`src/include/ptx_pkg.sv`:
```
// Purpose: Shared constants of the parallel-to-serial link transmitter
// Assumes: 100 MHz system clock, pixel clock sampled as a plain input
// Notes:   Register map, frame layout, timing counts and encodings
package ptx_pkg;

    // System clock and pixel clock limits
    localparam longint CLK_FREQ_HZ    = 100_000_000;
    localparam longint PIX_MIN_HZ     = 5_000_000;
    localparam longint PIX_MAX_HZ     = 50_000_000;
    localparam longint STOP_FREQ_HZ   = 3_000_000;

    // Frame layout: one embedded clock/polarity bit plus 27 payload bits
    localparam int     DATA_BITS      = 24;
    localparam int     CTRL_BITS      = 3;
    localparam int     PAYLOAD_BITS   = DATA_BITS + CTRL_BITS;
    localparam int     FRAME_BITS     = 28;
    localparam int     SHUFFLE_STEP   = 5;

    // Line rate bounds that follow from the pixel clock range
    localparam longint LINE_MIN_BPS   = PIX_MIN_HZ * FRAME_BITS;
    localparam longint LINE_MAX_BPS   = PIX_MAX_HZ * FRAME_BITS;

    // Longest pixel period before the clock counts as stopped
    localparam int     STOP_CYCLES    = int'(CLK_FREQ_HZ / STOP_FREQ_HZ);
    localparam int     LOCK_EDGES     = 4;

    // Scrambler seed and feedback taps (27-bit LFSR)
    localparam logic [26:0] SCR_SEED  = 27'h5a5a5a5;
    localparam logic [26:0] SCR_TAPS  = 27'h4000023;

    // Register byte offsets
    localparam logic [3:0] CTRL_OFF   = 4'h0;
    localparam logic [3:0] STATUS_OFF = 4'h4;
    localparam logic [3:0] FRAMES_OFF = 4'h8;

    // Control register fields
    localparam int     CTRL_SWING     = 0;
    localparam int     CTRL_EMPH_LO   = 1;
    localparam int     CTRL_EMPH_HI   = 3;
    localparam int     CTRL_EDGE      = 4;
    localparam int     CTRL_OVERRIDE  = 5;
    localparam int     CTRL_WIDTH     = 6;
    localparam logic [5:0] CTRL_RESET = 6'h10;

    // Status register fields
    localparam int     STAT_SLEEP     = 0;
    localparam int     STAT_LOCKING   = 1;
    localparam int     STAT_RUNNING   = 2;

    // De-emphasis codes
    localparam logic [2:0] EMPH_OFF   = 3'h0;
    localparam logic [2:0] EMPH_3DB   = 3'h1;
    localparam logic [2:0] EMPH_6DB   = 3'h2;
    localparam logic [2:0] EMPH_9DB   = 3'h3;
    localparam logic [2:0] EMPH_12DB  = 3'h4;

    // AXI responses
    localparam logic [1:0] RESP_OKAY  = 2'h0;
    localparam logic [1:0] RESP_SLV   = 2'h2;

    // Link states, one-hot
    typedef enum logic [2:0] {
        ST_SLEEP = 3'h1,
        ST_LOCK  = 3'h2,
        ST_RUN   = 3'h4
    } ptx_state_e;

endpackage : ptx_pkg

```
`src/verilog/ptx_shifter.sv`:
```
// Purpose: Frame shift register, sends a loaded frame MSB first
// Assumes: One bit per system clock, load only while idle
// Notes:   Output holds the last bit after a frame ends
`timescale 1ns/1ps
module ptx_shifter #(
    parameter int WIDTH = 28
) (
    input  wire logic             clk,
    input  wire logic             rst,
    input  wire logic             load,
    input  wire logic [WIDTH-1:0] frame,
    output logic                  bit_out,
    output logic                  busy
);
    localparam int CNT_W = $clog2(WIDTH + 1);
    localparam int WIDTH_M1 = WIDTH - 1;

    if (WIDTH < 2) begin : g_bad_width
        $error("ptx_shifter: WIDTH must be at least 2");
    end

    logic [WIDTH-1:0] sr_q, sr_d;
    logic [CNT_W-1:0] cnt_q, cnt_d;
    logic             bit_q, bit_d;

    // Next shift state
    always_comb begin
        sr_d  = sr_q;
        cnt_d = cnt_q;
        bit_d = bit_q;
        if (load && cnt_q == '0) begin
            sr_d  = {frame[WIDTH-2:0], 1'b0};
            bit_d = frame[WIDTH-1];
            cnt_d = CNT_W'(WIDTH - 1);
        end else if (cnt_q != '0) begin
            bit_d = sr_q[WIDTH-1];
            sr_d  = {sr_q[WIDTH-2:0], 1'b0};
            cnt_d = cnt_q - 1'b1;
        end
    end

    // Shift registers
    always_ff @(posedge clk or posedge rst) begin
        if (rst) begin
            sr_q  <= '0;
            cnt_q <= '0;
            bit_q <= 1'b0;
        end else begin
            sr_q  <= sr_d;
            cnt_q <= cnt_d;
            bit_q <= bit_d;
        end
    end

    assign bit_out = bit_q;
    assign busy    = (cnt_q != '0);
endmodule : ptx_shifter

```
`src/verilog/ptx_link_tx.sv`:
```
// Purpose: Transmit end of an embedded-clock serial link with AXI4-Lite control
// Assumes: PIXEL_CLOCK_IN synchronous to CLK and at most CLK/28
// Notes:   Summary of operation follows
// Summary of operation
// RL1: Each pixel period carries 24 data and 3 control bits on one pair.
// RL2: Line rate spans 140 Mbit/s to 1.4 Gbit/s, following the pixel clock; the code shifts one bit per CLK, a fixed 100 Mbit/s.
// RL3: Each pixel period becomes a 28-bit serial frame.
// RL4: Words are scrambled, then DC-balanced, then bit-shuffled.
// RL5: The receiver locks to any pattern without reference or training.
// RL6: Host clock spreading stays center spread, at most 35 kHz, 2 percent.
// RL7: Swing select high gives increased output level, low gives standard.
// RL8: De-emphasis starts one bit after a transition; off, -3 to -12 dB.
// RL9: System should select high swing whenever de-emphasis is on.
// RL10: Power-down idles the pair at zero differential and resets registers.
// RL11: Pixel clock below 3 MHz counts as stopped; enter sleep.
// RL12: Clock return relocks and resumes; registers kept through sleep.
// RL13: Host holds a stopped pixel clock static low or high.
// RL14: Edge select high captures on rising edge, low on falling.
// RL15: Transmit and receive edge selections are independent.
// RL16: Data enable and both syncs travel encoded within the stream.
// RL17: In 18-bit use six extra general-purpose signals ride along.
// RL18: Both ends use the same matched invertible coding.
// RL19: Pixel clock 5 to 50 MHz; power-down is an async active-low reset. The code needs at least 28 CLK per pixel period.
`timescale 1ns/1ps
module ptx_link_tx
    import ptx_pkg::*;
#(
    parameter int STOP_LIMIT = STOP_CYCLES,
    parameter int LOCK_COUNT = LOCK_EDGES
) (
    input  wire logic        CLK,
    input  wire logic        RST,
    input  wire logic        POWER_DOWN_N,
    input  wire logic        PIXEL_CLOCK_IN,
    input  wire logic [23:0] PIXEL_DATA,
    input  wire logic        VIDEO_DATA_ENABLE,
    input  wire logic        HORIZONTAL_SYNC,
    input  wire logic        VERTICAL_SYNC,
    input  wire logic        SWING_SELECT,
    input  wire logic [2:0]  EMPHASIS_LEVEL,
    input  wire logic        CAPTURE_EDGE_SELECT,
    output logic             SER_P,
    output logic             SER_N,
    output logic [27:0]      FRAME_WORD,
    output logic             FRAME_STROBE,
    output logic             SWING_HIGH,
    output logic [2:0]       EMPH_SETTING,
    output logic             EMPH_ACTIVE,
    output logic             SLEEPING,
    input  wire logic [3:0]  AWADDR,
    input  wire logic        AWVALID,
    output logic             AWREADY,
    input  wire logic [31:0] WDATA,
    input  wire logic [3:0]  WSTRB,
    input  wire logic        WVALID,
    output logic             WREADY,
    output logic [1:0]       BRESP,
    output logic             BVALID,
    input  wire logic        BREADY,
    input  wire logic [3:0]  ARADDR,
    input  wire logic        ARVALID,
    output logic             ARREADY,
    output logic [31:0]      RDATA,
    output logic [1:0]       RRESP,
    output logic             RVALID,
    input  wire logic        RREADY
);
    localparam int IDLE_W = $clog2(STOP_LIMIT + 1);
    localparam int LOCK_W = $clog2(LOCK_COUNT + 1);

    if (STOP_LIMIT < FRAME_BITS || LOCK_COUNT < 1) begin : g_bad_params
        $error("ptx_link_tx: STOP_LIMIT must cover a frame and LOCK_COUNT be positive");
    end

    // Power-down acts as asynchronous reset of all logic
    logic rst_all;
    assign rst_all = RST | ~POWER_DOWN_N; // RL19 RL10

    // Mapped register test, shared by read and write paths
    function automatic logic is_mapped(input logic [3:0] a);
        is_mapped = (a == CTRL_OFF) || (a == STATUS_OFF) || (a == FRAMES_OFF);
    endfunction : is_mapped

    // Fixed bit shuffle: output i takes input (i*step) mod 27
    function automatic logic [26:0] shuffle(input logic [26:0] v);
        shuffle = '0;
        for (int i = 0; i < PAYLOAD_BITS; i++) begin
            shuffle[i] = v[(i * SHUFFLE_STEP) % PAYLOAD_BITS];
        end
    endfunction : shuffle

    function automatic logic [4:0] ones(input logic [26:0] v);
        ones = '0;
        for (int i = 0; i < PAYLOAD_BITS; i++) begin
            ones = ones + 5'(v[i]);
        end
    endfunction : ones

    // ---------------- Register bus ----------------
    logic [CTRL_WIDTH-1:0] ctrl_q, ctrl_d;
    logic [31:0]           frames_q, frames_d;
    logic                  aw_full_q, aw_full_d, w_full_q, w_full_d;
    logic [3:0]            aw_addr_q, aw_addr_d;
    logic [31:0]           w_data_q, w_data_d;
    logic [3:0]            w_strb_q, w_strb_d;
    logic                  bvalid_q, bvalid_d, rvalid_q, rvalid_d;
    logic [1:0]            bresp_q, bresp_d, rresp_q, rresp_d;
    logic [31:0]           rdata_q, rdata_d;
    logic                  awready_q, awready_d, wready_q, wready_d, arready_q, arready_d;
    ptx_state_e            state_q, state_d;
    logic                  frame_load;

    // Write and read channel next state
    always_comb begin
        aw_full_d = aw_full_q;
        aw_addr_d = aw_addr_q;
        w_full_d  = w_full_q;
        w_data_d  = w_data_q;
        w_strb_d  = w_strb_q;
        bvalid_d  = bvalid_q;
        bresp_d   = bresp_q;
        rvalid_d  = rvalid_q;
        rresp_d   = rresp_q;
        rdata_d   = rdata_q;
        ctrl_d    = ctrl_q;
        frames_d  = frames_q + 32'(frame_load);
        if (AWVALID && awready_q) begin
            aw_full_d = 1'b1;
            aw_addr_d = AWADDR;
        end
        if (WVALID && wready_q) begin
            w_full_d = 1'b1;
            w_data_d = WDATA;
            w_strb_d = WSTRB;
        end
        if (BVALID && BREADY) begin
            bvalid_d = 1'b0;
        end
        if (aw_full_q && w_full_q && !bvalid_q) begin
            aw_full_d = 1'b0;
            w_full_d  = 1'b0;
            bvalid_d  = 1'b1;
            bresp_d   = is_mapped(aw_addr_q) ? RESP_OKAY : RESP_SLV;
            if (aw_addr_q == CTRL_OFF && w_strb_q[0]) begin
                ctrl_d = w_data_q[CTRL_WIDTH-1:0]; // RL12
            end
        end
        if (RVALID && RREADY) begin
            rvalid_d = 1'b0;
        end
        if (ARVALID && arready_q) begin
            rvalid_d = 1'b1;
            rresp_d  = is_mapped(ARADDR) ? RESP_OKAY : RESP_SLV;
            case (ARADDR)
                CTRL_OFF:   rdata_d = {26'h0, ctrl_q};
                STATUS_OFF: rdata_d = {29'h0, state_q == ST_RUN, state_q == ST_LOCK, state_q == ST_SLEEP};
                FRAMES_OFF: rdata_d = frames_q;
                default:    rdata_d = 32'h0;
            endcase
        end
        awready_d = !aw_full_d && !bvalid_d;
        wready_d  = !w_full_d && !bvalid_d;
        arready_d = !rvalid_d;
    end

    // Bus registers, loaded with reset values (control with CTRL_RESET) by reset and by power-down
    always_ff @(posedge CLK or posedge rst_all) begin
        if (rst_all) begin
            ctrl_q    <= CTRL_RESET; // RL10
            frames_q  <= 32'h0;
            aw_full_q <= 1'b0;
            aw_addr_q <= 4'h0;
            w_full_q  <= 1'b0;
            w_data_q  <= 32'h0;
            w_strb_q  <= 4'h0;
            bvalid_q  <= 1'b0;
            bresp_q   <= RESP_OKAY;
            rvalid_q  <= 1'b0;
            rresp_q   <= RESP_OKAY;
            rdata_q   <= 32'h0;
            awready_q <= 1'b0;
            wready_q  <= 1'b0;
            arready_q <= 1'b0;
        end else begin
            ctrl_q    <= ctrl_d;
            frames_q  <= frames_d;
            aw_full_q <= aw_full_d;
            aw_addr_q <= aw_addr_d;
            w_full_q  <= w_full_d;
            w_data_q  <= w_data_d;
            w_strb_q  <= w_strb_d;
            bvalid_q  <= bvalid_d;
            bresp_q   <= bresp_d;
            rvalid_q  <= rvalid_d;
            rresp_q   <= rresp_d;
            rdata_q   <= rdata_d;
            awready_q <= awready_d;
            wready_q  <= wready_d;
            arready_q <= arready_d;
        end
    end

    assign AWREADY = awready_q;
    assign WREADY  = wready_q;
    assign BVALID  = bvalid_q;
    assign BRESP   = bresp_q;
    assign ARREADY = arready_q;
    assign RVALID  = rvalid_q;
    assign RRESP   = rresp_q;
    assign RDATA   = rdata_q;

    // Settings come from the pins unless the register overrides them
    logic       ovr, swing_eff, edge_eff;
    logic [2:0] emph_raw, emph_eff;
    assign ovr       = ctrl_q[CTRL_OVERRIDE];
    assign swing_eff = ovr ? ctrl_q[CTRL_SWING] : SWING_SELECT; // RL7
    assign edge_eff  = ovr ? ctrl_q[CTRL_EDGE] : CAPTURE_EDGE_SELECT; // RL14 RL15
    assign emph_raw  = ovr ? ctrl_q[CTRL_EMPH_HI:CTRL_EMPH_LO] : EMPHASIS_LEVEL;
    assign emph_eff  = (emph_raw > EMPH_12DB) ? EMPH_OFF : emph_raw; // RL8

    // ---------------- Capture, sleep and lock ----------------
    logic              pix_q;
    logic              cap_edge;
    logic [IDLE_W-1:0] idle_q, idle_d;
    logic [LOCK_W-1:0] lock_q, lock_d;
    logic              stop_hit;

    // Active edge of the sampled pixel clock
    assign cap_edge = edge_eff ? (PIXEL_CLOCK_IN && !pix_q) : (!PIXEL_CLOCK_IN && pix_q); // RL14
    assign stop_hit = !cap_edge && (idle_q == IDLE_W'(STOP_LIMIT - 1)); // RL11 RL13

    // Link state next values
    always_comb begin
        state_d = state_q;
        lock_d  = lock_q;
        idle_d  = cap_edge ? '0 : (stop_hit ? idle_q : idle_q + 1'b1);
        case (state_q)
            ST_SLEEP: begin
                if (cap_edge) begin
                    state_d = ST_LOCK; // RL12
                    lock_d  = '0;
                end
            end
            ST_LOCK: begin
                if (stop_hit) begin
                    state_d = ST_SLEEP;
                end else if (cap_edge) begin
                    if (lock_q == LOCK_W'(LOCK_COUNT - 1)) begin
                        state_d = ST_RUN;
                    end else begin
                        lock_d = lock_q + 1'b1;
                    end
                end
            end
            ST_RUN: begin
                if (stop_hit) begin
                    state_d = ST_SLEEP; // RL11
                end
            end
            default: state_d = ST_SLEEP;
        endcase
    end

    // Link state registers
    always_ff @(posedge CLK or posedge rst_all) begin
        if (rst_all) begin
            state_q <= ST_SLEEP;
            pix_q   <= 1'b0;
            idle_q  <= '0;
            lock_q  <= '0;
        end else begin
            state_q <= state_d;
            pix_q   <= PIXEL_CLOCK_IN;
            idle_q  <= idle_d;
            lock_q  <= lock_d;
        end
    end

    // ---------------- Encoder ----------------
    logic [26:0]       lfsr_q, lfsr_d;
    logic signed [7:0] rd_q, rd_d;
    logic [27:0]       frame_d;
    logic [26:0]       payload, scr, bal;
    logic signed [7:0] disp;
    logic              inv, sh_busy, sh_bit;

    assign frame_load = (state_q == ST_RUN) && cap_edge && !sh_busy; // RL2 RL3
    // Sync and enable bits ride in the payload; 18-bit use puts GP bits in 23:18
    assign payload = {VERTICAL_SYNC, HORIZONTAL_SYNC, VIDEO_DATA_ENABLE, PIXEL_DATA}; // RL1 RL16 RL17
    assign scr     = payload ^ lfsr_q; // RL4 RL18
    assign disp    = 8'(signed'({3'h0, ones(scr)})) * 8'sd2 + 8'sd2 - 8'sd28;
    assign inv     = (rd_q > 0 && disp > 0) || (rd_q < 0 && disp < 0);
    assign bal     = inv ? ~scr : scr; // RL4
    assign frame_d = {~inv, shuffle(bal)}; // RL4 RL18

    // Scrambler and running disparity next values
    always_comb begin
        lfsr_d = lfsr_q;
        rd_d   = rd_q;
        if (state_q != ST_RUN) begin
            lfsr_d = SCR_SEED;
            rd_d   = 8'sd0;
        end else if (frame_load) begin
            lfsr_d = {lfsr_q[25:0], ^(lfsr_q & SCR_TAPS)};
            rd_d   = inv ? rd_q - disp : rd_q + disp;
        end
    end

    // Encoder registers and frame outputs
    always_ff @(posedge CLK or posedge rst_all) begin
        if (rst_all) begin
            lfsr_q       <= SCR_SEED;
            rd_q         <= 8'sd0;
            FRAME_WORD   <= 28'h0;
            FRAME_STROBE <= 1'b0;
        end else begin
            lfsr_q       <= lfsr_d;
            rd_q         <= rd_d;
            FRAME_WORD   <= frame_load ? frame_d : FRAME_WORD;
            FRAME_STROBE <= frame_load;
        end
    end

    ptx_shifter #(
        .WIDTH (FRAME_BITS)
    ) u_shift (
        .clk     (CLK),
        .rst     (rst_all),
        .load    (frame_load),
        .frame   (frame_d),
        .bit_out (sh_bit),
        .busy    (sh_busy)
    );

    // Line drive: zero differential unless running, de-emphasis after a bit
    always_ff @(posedge CLK or posedge rst_all) begin
        if (rst_all) begin
            SER_P        <= 1'b1;
            SER_N        <= 1'b1;
            SWING_HIGH   <= 1'b0;
            EMPH_SETTING <= EMPH_OFF;
            EMPH_ACTIVE  <= 1'b0;
            SLEEPING     <= 1'b1;
        end else begin
            SER_P        <= (state_q == ST_RUN) ? sh_bit : 1'b1; // RL10 RL1
            SER_N        <= (state_q == ST_RUN) ? ~sh_bit : 1'b1; // RL10 RL1
            SWING_HIGH   <= swing_eff; // RL7
            EMPH_SETTING <= emph_eff; // RL8
            EMPH_ACTIVE  <= (state_q == ST_RUN) && (emph_eff != EMPH_OFF) && (sh_bit == SER_P) && (SER_P != SER_N); // RL8
            SLEEPING     <= (state_d == ST_SLEEP);
        end
    end
endmodule : ptx_link_tx

```
`config.mk`:
```
export PLATFORM = sky130hd
export DESIGN_NAME = ptx_link_tx
export DESIGN_NICKNAME = d
export VERILOG_FILES = /design/src/include/ptx_pkg.sv /design/src/verilog/ptx_shifter.sv /design/src/verilog/ptx_link_tx.sv
export SDC_FILE = /design/constraint.sdc
export NUM_CORES = 1
export LEC_CHECK = 0
export BUFFER_PORTS_ARGS = -buffer_cell sky130_fd_sc_hd__buf_4
export CORE_UTILIZATION = 60
export CTS_CLUSTER_SIZE = 25
export DETAILED_ROUTE_END_ITERATION = 6
export PLACE_DENSITY_LB_ADDON = 0.05
export SLEW_MARGIN = 10
export SYNTH_ARGS = -nofsm -noshare
export SYNTH_HDL_FRONTEND = slang
export SYNTH_SLANG_ARGS = --single-unit
export TNS_END_PERCENT = 1
```
`constraint.sdc`:
```
create_clock -name CLK -period 43.6 [get_ports CLK]
set_clock_uncertainty 0.05 [all_clocks]
set_input_delay 2.18 -clock CLK [delete_from_list [all_inputs] [get_ports CLK]]
set_output_delay 2.18 -clock CLK [all_outputs]
set_load 0.05 [all_outputs]
```
==> results.py, run 1 <==
metrics = {
    "global_route": {
        "grt_pass1_wl_um": 41770,
        "grt.met1_usage_pct": 40.61,
        "grt_use_total_pct": 28.36,
        "overflow": 0,
        "grt_pass1_vias": 8291,
        "grt_max_degree": 74,
        "antenna_found_initial": 0,
        "grtUsageMet3_pct": 4.599,
        "grt_use_met2_pct": 44.22,
        "grt-busiest-layer": "met2",
    },
    "die": {
        "start_util_pct": 61.19,
        "placementRows": 49,
        "die_height_um": 137.4,
        "die-width_um": 137.4,
        "coreArea_sq_um": 17960,
        "ios": 163,
        "die_area_sq_um": 18870,
    },
    "setup_path": {
        "startpoint_type": "primary input",
        "max_stage_delay_ns": 0.99,
        "crit_slowest_cell": "o31a_1",
        "cp_data_required_time_ns": 43.98,
        "cp_common_cell": "fa_1",
        "worstPathMaxFanout": 26,
        "end_kind": "flip-flop",
        "arrival_ns": 12.20,
        "criticalPathCategory": "in2reg",
    },
    "pwr": {
        "seq_power_share_pct": 20.8,
        "p_leak_uw": 0.005750,
        "power.switching_uw": 502.8,
        "swShare_pct": 47.05,
        "pwr-share-comb_pct": 62.0,
        "p_per_area_nw_per_um2": 83.27,
        "internal_power_uw": 565.7,
        "clkPwrFrac_pct": 17.2,
        "ir_drop_mv": 0.1816,
    },
    "detailed_routing": {
        "drc": 0,
        "drtAntennaViolNets": 0,
        "via_count": 8739,
        "drt_iter0_markers": 650,
        "wirelength_um": 25790,
        "wl_per_cell_um": 17.39,
        "first_pass_iters": 5,
        "viasPerCell": 5.893,
    },
    "synth": {
        "synth_ff_type": "dfrtp_1",
        "yosys_warnings": 0,
        "synth_edf_count": 0,
        "syn_avg_cell_area_sq_um": 9.770,
        "synth.ff_latch_count": 207,
        "synthDistinctLibCells": 69,
        "synth_area_sq_um": 10990,
        "synth_async_sr_flop_share_pct": 100.0,
        "ys_seq_area_share_pct": 47.34,
        "synthCells": 1125,
    },
    "layout": {
        "antennaDiodeCount": 0,
        "drive_gt1_share_pct": 20.65,
        "mostFrequentLayoutCells": "188 x dfrtp_1, 154 x nand2_1, 146 x buf_4",
        "area.growth.synth_to_final_pct": 16.74,
        "final_nets": 1367,
        "final_common_cell": "dfrtp_1",
        "final_cell_count_no_fill": 1483,
        "stdcell_area_sq_um": 12830,
    },
    "clock_network": {
        "clock_latency_ns": 0.51,
        "post_cts_buffers": 0,
        "ctsHoldBuffers": 0,
        "clock_sinks": 207,
        "cts_buffer_depth": 3,
        "cts_tree": "yes",
        "path_clk_slew_ns": 0.06,
        "ctsHtreeMaxLevel": 1,
        "cts-resized-gates": 0,
        "cts_buffers": 23,
        "cts-root-buf": "clkbuf_16",
    },
    "placed_design": {
        "place_hpwl_um": 17550,
        "place.port_buffers": 131,
        "gp_routability_congestion": 0.8561,
        "dpl-instance-area_sq_um": 12110,
        "dpl.cell_count": 1441,
    },
    "timing": {
        "whs_ns": 0.4188,
        "timing.fmax_ghz": 0.08457,
        "min_period_over_period_pct": 27.12,
        "max_slew.worst_pin.slew_ns": 1.140,
        "final_hold_viol_count": 0,
        "finalMaxSlewViolations": 0,
        "setup_viol": 0,
        "finalWorstPathRequiredPeriod_ns": 11.82,
        "finalSetupTns_ns": 0,
        "rsz0062_at_grt": "false",
        "max-slew-margin-rel_pct": 24.01,
    },
    "run": {
        "maxCapViolations": 0,
    },
    "hold_path": {
        "hold_class": "reg2reg",
    },
    "outcome": {
        "status": "finished clean",
    },
}
[synthesized netlist by cell type, types with 14 or more instances]
master | n | share of area [%]
o21ai_1 | 43 | 2.0
xor2_1 | 14 | 1.1
xnor2_1 | 63 | 5.0
mux2_2 | 22 | 2.3
o2111ai_1 | 27 | 2.2
o211ai_1 | 28 | 1.9
nand3_1 | 54 | 2.5
a22oi_1 | 36 | 2.5
nor2_1 | 78 | 2.7
ha_1 | 26 | 3.0
inv_1 | 40 | 1.4
dfrtp_1 | 188 | 43
nand2_1 | 155 | 5.3
dfstp_2 | 19 | 4.5
nor3_1 | 23 | 1.0
fa_1 | 19 | 3.5
o21ai_0 | 75 | 3.4
clkbuf_1 | 39 | 1.3
a21oi_1 | 20 | 0.91
[power groups by stage]
stage,clock [uW],combinational (uW),sequential (uW)
6_report,184,662,223
2_1_floorplan,0,513,233
5_1_grt,195,731,225
3_5_place_dp,0,653,226
4_1_cts,187,658,222
3_3_place_gp,0,644,225
[metal layers]
metal  vias up  routed length (um)
li1       4165                   -
met1      4256               11630
met2       283               12010
met3        35                1563
met4         0                 588
met5         -                   0
[kinds of logic (layout without fill, tap and decap cells)]
family / count (synthesis) / count (layout) / synth area share (%)
and+or+nand+nor: 400 / 400 / 17.53
other: 1 / 2 / 0.03412
buffers and inverters: 101 / 229 / 4.007
muxes: 31 / 31 / 3.085
adders and majority gates: 45 / 45 / 6.420
AOI/OAI and AO/OA: 261 / 261 / 15.09
DFF: 207 / 207 / 47.34
xor gates and xnor gates: 79 / 79 / 6.488
[path summary, 6_finish.rpt]
| check | from | slack, ns | to | cells after the start |
|---|---|---|---|---|
| max | PIXEL_DATA[13] | 31.78 | rd_q[7]$_DFFE_PP0P_ | 29 |
| min | FRAME_WORD[2]$_DFFE_PP0P_ | 0.42 | FRAME_WORD[2]$_DFFE_PP0P_ | 2 |
| max reg2reg | lfsr_q[1]$_DFFE_PP0P_ | 33.14 | rd_q[7]$_DFFE_PP0P_ | 26 |
| min reg2reg | FRAME_WORD[2]$_DFFE_PP0P_ | 0.42 | FRAME_WORD[2]$_DFFE_PP0P_ | 2 |
| max in group asynchronous | RST | 40.16 | rd_q[6]$_DFFE_PP0P_ | 4 |
| min in group asynchronous | POWER_DOWN_N | 1.92 | FRAME_WORD[17]$_DFFE_PP0P_ | 3 |
[state kept, by name, indices dropped and copies added (netlist names), 3 cells and up]
name / flops
EMPH_SETTING: 3
u_shift.sr_q: 27
lock_q: 3
lfsr_q: 27
frames_q: 32
aw_addr_q: 4
ctrl_q: 6
FRAME_WORD: 28
w_data_q: 6
RDATA: 32
rd_q: 7
u_shift.cnt_q: 5
idle_q: 6
state_q: 3
[area by class of cell]
cell class              count  area, sq um
multi-input cells         818         5371
flip-flops and latches    207         5204
fillers                  1400         5131
repair buffers            146         1096
clock buffers              37        688.2
well taps                 229        286.5
inverters                  41        153.9
clock inverters             5        32.53
[worst max-delay path, delay by kind of cell]
| family | cells | cell delay, ns |
|---|---|---|
| xor+xnor | 1 | 0.57 |
| simple gates | 6 | 1.65 |
| compound gates | 6 | 2.18 |
| buf+inv | 5 | 0.49 |
| fa+ha+maj | 10 | 4.72 |
| mux | 1 | 0.40 |
[through the flow]
step / total power (uW) / util [%] / setup slack [ns]
after global routing: 1151 / 71.44 / 31.11
after floorplan: 746.3 / - / 28.28
after global placement: 869.1 / 67.42 / 31.49
final: 1069 / 71.44 / 31.78
after detailed placement: 878.6 / 67.42 / 31.30
after CTS: 1068 / 71.44 / 31.80
Power figures use the tool's default switching activity.
==> run 2, diff against run 1 <==
--- a/config.mk
+++ b/config.mk
@@ -6,7 +6,7 @@
 export NUM_CORES = 1
 export LEC_CHECK = 0
 export BUFFER_PORTS_ARGS = -buffer_cell sky130_fd_sc_hd__buf_4
-export CORE_UTILIZATION = 60
+export CORE_UTILIZATION = 58
 export CTS_CLUSTER_SIZE = 25
 export DETAILED_ROUTE_END_ITERATION = 6
 export PLACE_DENSITY_LB_ADDON = 0.05
==> constraint.sdc (replaced) <==
create_clock -name CLK -period 10.9 [get_ports CLK]
set_clock_uncertainty 0.05 [all_clocks]
set_input_delay 0.545 -clock CLK [delete_from_list [all_inputs] [get_ports CLK]]
set_output_delay 0.545 -clock CLK [all_outputs]
set_load 0.05 [all_outputs]
==> results.py, run 2 (synthesized netlist as in run 1, its figures left out) <==
metrics = {
    "die": {
        "placementRows": 49,
        "start_util_pct": 60.16,
        "die_height_um": 139.7,
        "die_area_sq_um": 19510,
        "die-width_um": 139.7,
        "coreArea_sq_um": 18270,
        "ios": 163,
    },
    "setup_path": {
        "worstPathMaxFanout": 15,
        "cp_common_cell": "fa_1",
        "startpoint_type": "flip-flop",
        "cpLargestDelayFamily": "adder cells",
        "end_kind": "flip-flop",
        "path_buf_inv": 3,
        "cp_data_required_time_ns": 11.29,
        "criticalPathCategory": "reg2reg",
        "arrival_ns": 10.12,
        "crit_slowest_cell": "and2_1",
        "max_stage_delay_ns": 0.65,
    },
    "clock_network": {
        "post_cts_buffers": 0,
        "ctsHoldBuffers": 0,
        "clock_sinks": 207,
        "cts_buffers": 23,
        "ctsHtreeMaxLevel": 1,
        "cts-resized-gates": 0,
        "cts-root-buf": "clkbuf_16",
        "path_clk_slew_ns": 0.06,
        "clock_latency_ns": 0.51,
        "cts_buffer_depth": 3,
        "cts_tree": "yes",
    },
    "timing": {
        "min_period_over_period_pct": 89.26,
        "setup_viol": 0,
        "max-slew-margin-rel_pct": 25.16,
        "max_slew.worst_pin.slew_ns": 1.120,
        "finalSetupTns_ns": 0,
        "final_hold_viol_count": 0,
        "finalWorstPathRequiredPeriod_ns": 9.729,
        "rsz0062_at_grt": "false",
        "finalMaxSlewViolations": 0,
        "timing.fmax_ghz": 0.1028,
    },
    "pwr": {
        "p_per_area_nw_per_um2": 339.5,
        "ir_drop_mv": 0.5929,
        "p_leak_uw": 0.005731,
    },
    "layout": {
        "drive_gt1_share_pct": 20.56,
        "area.growth.synth_to_final_pct": 16.59,
        "final_cell_count_no_fill": 1484,
        "seq_area_sq_um": 5204,
        "antennaDiodeCount": 0,
        "n_fill_cell": 1403,
        "mostFrequentLayoutCells": "188 x dfrtp_1, 154 x nand2_1, 147 x buf_4",
        "multi_input_comb_area_sq_um": 5371,
        "final_nets": 1369,
        "final_common_cell": "dfrtp_1",
    },
    "detailed_routing": {
        "wl_per_cell_um": 17.44,
        "first_pass_iters": 5,
        "viasPerCell": 5.867,
        "drc": 0,
        "drt_iter0_markers": 603,
        "drtAntennaViolNets": 0,
        "via_count": 8706,
        "wirelength_um": 25890,
    },
    "global_route": {
        "grt_use_total_pct": 27.16,
        "grt_max_degree": 180,
        "antenna_found_initial": 0,
        "grt_pass1_wl_um": 42520,
        "overflow": 0,
        "grt_pass1_vias": 8269,
    },
    "placed_design": {
        "place.port_buffers": 131,
        "dpl.cell_count": 1443,
        "place_hpwl_um": 17340,
        "gp_routability_congestion": 0.8703,
    },
    "outcome": {
        "status": "finished clean",
    },
    "run": {
        "maxCapViolations": 0,
    },
    "hold_path": {
        "hold_class": "in2reg",
    },
}
run 2: cell types whose count changed in the layout (fill, tap and decap cells not counted):
cell,previous run,this run
clkinv_4,1,0
clkbuf_1,8,10
buf_12,0,1
clkinv_2,3,4
buf_4,146,147
clkbuf_8,6,2
inv_6,1,0
clkinvlp_4,0,2
run 2: layer usage:
layer  routed length (um)  share of wire (%)  track usage, %
met4                  550                2.1           7.634
met3                 1682                6.5           3.957
met5                    0                  0               0
met2                11900                 46           42.98
met1                11760                 45           39.16
run 2: path summary, 6_finish.rpt:
| path | startpoint | endpoint | slack, ns | cells after the start |
|---|---|---|---|---|
| min reg2reg | w_full_q$_DFF_PP0_ | WREADY$_DFF_PP0_ | 0.42 | 1 |
| max reg2reg | lfsr_q[3]$_DFFE_PP0P_ | rd_q[7]$_DFFE_PP0P_ | 1.17 | 28 |
| min | PIXEL_CLOCK_IN | pix_q$_DFF_PP0_ | 0.11 | 1 |
| max in group asynchronous | RST | state_q[1]$_DFF_PP0_ | 9.18 | 3 |
| max | lfsr_q[3]$_DFFE_PP0P_ | rd_q[7]$_DFFE_PP0P_ | 1.17 | 28 |
| min in group asynchronous | POWER_DOWN_N | RDATA[30]$_DFFE_PP0P_ | 0.21 | 2 |
run 2: stage by stage:
stage               worst slack [ns]  util [%]  total power, uW  hold WS, ns  area, sq um
floorplan                      2.155         -             2985       0.3728        11000
global placement               1.052     66.44             3528       0.4016        12140
detailed placement            0.9777     66.44             3591       0.4181        12140
CTS                            1.178     70.14             4322      0.09169        12810
global route                  0.4003     70.14             4657      0.09078        12810
finish                         1.171     70.14             4351       0.1074        12810
run 2: worst register-to-register path, delay by kind of cell, from the launching register on:
family / cells / cell delay [ns]
adder cells (fa/ha/maj): 10 / 4.64
multiplexers: 1 / 0.36
buffers and inverters: 3 / 0.38
XOR/XNOR: 2 / 0.95
AND/OR/NAND/NOR: 6 / 1.71
flip-flops: 1 / 0.40
AO/OA/AOI/OAI: 6 / 1.17
run 2: final cells by class:
cell class,count,area share [%]
tap,229,2.236
clock buffer,35,4.999
multi-input combinational,818,41.92
sequential,207,40.61
timing repair buffer,148,8.768
inverter,41,1.201
clock inverter,6,0.2734
run 2: power by group:
group          switching, uW  internal, uW  total, uW
Combinational           1720          1030       2750
Sequential              54.7           837        891
Clock                    303           404        708
Total                   2080          2270       4350
==> run 3, diff against run 2 <==
--- a/config.mk
+++ b/config.mk
@@ -10,6 +10,7 @@
 export CTS_CLUSTER_SIZE = 25
 export DETAILED_ROUTE_END_ITERATION = 6
 export PLACE_DENSITY_LB_ADDON = 0.05
+export REMOVE_ABC_BUFFERS = 1
 export SLEW_MARGIN = 10
 export SYNTH_ARGS = -nofsm -noshare
 export SYNTH_HDL_FRONTEND = slang
==> results.py, run 3 (synthesized netlist as in run 1, its figures left out) <==
metrics = {
    "detailed_routing": {
        "drc": 0,
        "drtAntennaViolNets": 0,
        "wl_per_cell_um": 17.20,
        "first_pass_iters": 5,
        "drt_iter0_markers": 513,
        "wirelength_um": 25500,
        "via_count": 8675,
        "viasPerCell": 5.854,
    },
    "hold_path": {
        "hold_class": "in2reg",
    },
    "clock_network": {
        "cts_buffers": 23,
        "clock_sinks": 207,
        "cts-root-buf": "clkbuf_16",
        "ctsHoldBuffers": 0,
        "clock_latency_ns": 0.51,
        "ctsHtreeMaxLevel": 1,
        "path_clk_slew_ns": 0.06,
        "cts-resized-gates": 0,
        "cts_buffer_depth": 3,
        "cts_tree": "yes",
        "post_cts_buffers": 0,
    },
    "setup_path": {
        "criticalPathCategory": "reg2reg",
        "end_kind": "flip-flop",
        "cp_data_required_time_ns": 11.29,
        "r2r_slack_ns": 1.34,
        "arrival_ns": 9.96,
        "worstPathMaxFanout": 26,
        "startpoint_type": "flip-flop",
    },
    "timing": {
        "whs_ns": 0.1097,
        "max-slew-margin-rel_pct": 23.47,
        "rsz0062_at_grt": "false",
        "finalWorstPathRequiredPeriod_ns": 9.565,
        "timing.fmax_ghz": 0.1046,
        "finalMaxSlewViolations": 0,
        "finalSetupTns_ns": 0,
        "min_period_over_period_pct": 87.75,
        "max_slew.worst_pin.slew_ns": 1.145,
        "final_hold_viol_count": 0,
        "setup_viol": 0,
    },
    "die": {
        "coreArea_sq_um": 18270,
        "die_height_um": 139.7,
        "start_util_pct": 60.16,
        "ios": 163,
        "placementRows": 49,
        "die-width_um": 139.7,
        "die_area_sq_um": 19510,
    },
    "run": {
        "maxCapViolations": 0,
    },
    "global_route": {
        "grt_use_total_pct": 27.07,
        "grt_pass1_wl_um": 42790,
        "grt_pass1_vias": 8437,
        "antenna_found_initial": 0,
        "grt_max_degree": 79,
        "overflow": 0,
    },
    "layout": {
        "mostFrequentLayoutCells": "188 x dfrtp_1, 154 x nand2_1, 146 x buf_4",
        "final_common_cell": "dfrtp_1",
        "multi_input_comb_area_sq_um": 5371,
        "final_nets": 1367,
        "seq_area_sq_um": 5204,
        "antennaDiodeCount": 0,
        "drive_gt1_share_pct": 20.83,
        "n_fill_cell": 1421,
        "area.growth.synth_to_final_pct": 17.13,
    },
    "pwr": {
        "p_per_area_nw_per_um2": 338.6,
        "p_leak_uw": 0.005766,
        "ir_drop_mv": 0.5806,
    },
    "outcome": {
        "status": "finished clean",
    },
    "placed_design": {
        "place_hpwl_um": 17060,
        "place.port_buffers": 131,
        "gp_routability_congestion": 0.8763,
    },
}
## run 3: layout make-up
| cell class | count | share of cell area (%) |
|---|---|---|
| clock buffer | 33 | 5.151 |
| clock inverter | 8 | 0.7775 |
| inverter | 41 | 1.195 |
| multi-input combinational | 818 | 41.72 |
| sequential | 207 | 40.42 |
| tap | 229 | 2.225 |
| timing repair buffer | 146 | 8.513 |
## run 3: path summary, 6_finish.rpt
kind,endpoint,start,depth (start not counted)
worst max register to register,rd_q[7]$_DFFE_PP0P_,lfsr_q[1]$_DFFE_PP0P_,27
worst min-delay path,pix_q$_DFF_PP0_,PIXEL_CLOCK_IN,1
min in group asynchronous,RDATA[24]$_DFFE_PP0P_,POWER_DOWN_N,3
worst max-delay path,rd_q[7]$_DFFE_PP0P_,lfsr_q[1]$_DFFE_PP0P_,27
max in group asynchronous,aw_addr_q[2]$_DFFE_PP0P_,RST,4
worst min register to register,FRAME_WORD[2]$_DFFE_PP0P_,FRAME_WORD[2]$_DFFE_PP0P_,2
## run 3: stage by stage
step / cells / cell area (sq um) / worst slack, ns / util [%] / total power [uW]
2_1_floorplan: 1066 / 10710 / -2.787 / - / 2889
3_3_place_gp: 1441 / 12110 / 1.268 / 66.29 / 3520
3_5_place_dp: 1441 / 12110 / 1.131 / 66.29 / 3550
4_1_cts: 1482 / 12870 / 1.361 / 70.47 / 4355
5_1_grt: 1482 / 12870 / 0.6072 / 70.47 / 4694
6_report: 1482 / 12870 / 1.335 / 70.47 / 4359
## run 3: worst max-delay path, stage by stage (launching register included)
cell and delay, ns:
dfrtp_1 0.43, xnor2_1 0.65, inv_1 0.14, fa_1 0.51
fa_1 0.52, fa_1 0.51, fa_1 0.55, inv_1 0.06
fa_1 0.51, fa_1 0.52, fa_1 0.48, fa_1 0.44
xnor2_1 0.33, nor2b_1 0.39, nand3_1 0.23, nand3_2 0.46
o31a_1 0.22, buf_4 0.31, nand2_1 0.17, mux2_1 0.34
ha_1 0.32, o21ai_0 0.16, a22oi_1 0.14, a31oi_1 0.33
nand2_1 0.12, a2111oi_0 0.39, a311oi_1 0.10, nand3_1 0.09
## run 3: report_power, final
part	internal (uW)	switching [uW]	total (uW)
Sequential	837	55.5	892
Combinational	1020	1670	2690
Clock	471	308	779
## run 3: layer usage
layer | GRT usage (%) | vias to the layer above | share of wire [%]
met4 | 6.651 | 0 | 1.8
met1 | 39.92 | 4237 | 46
met2 | 42.61 | 232 | 47
met5 | 0 | - | 0
li1 | - | 4167 | -
met3 | 3.441 | 39 | 5.1
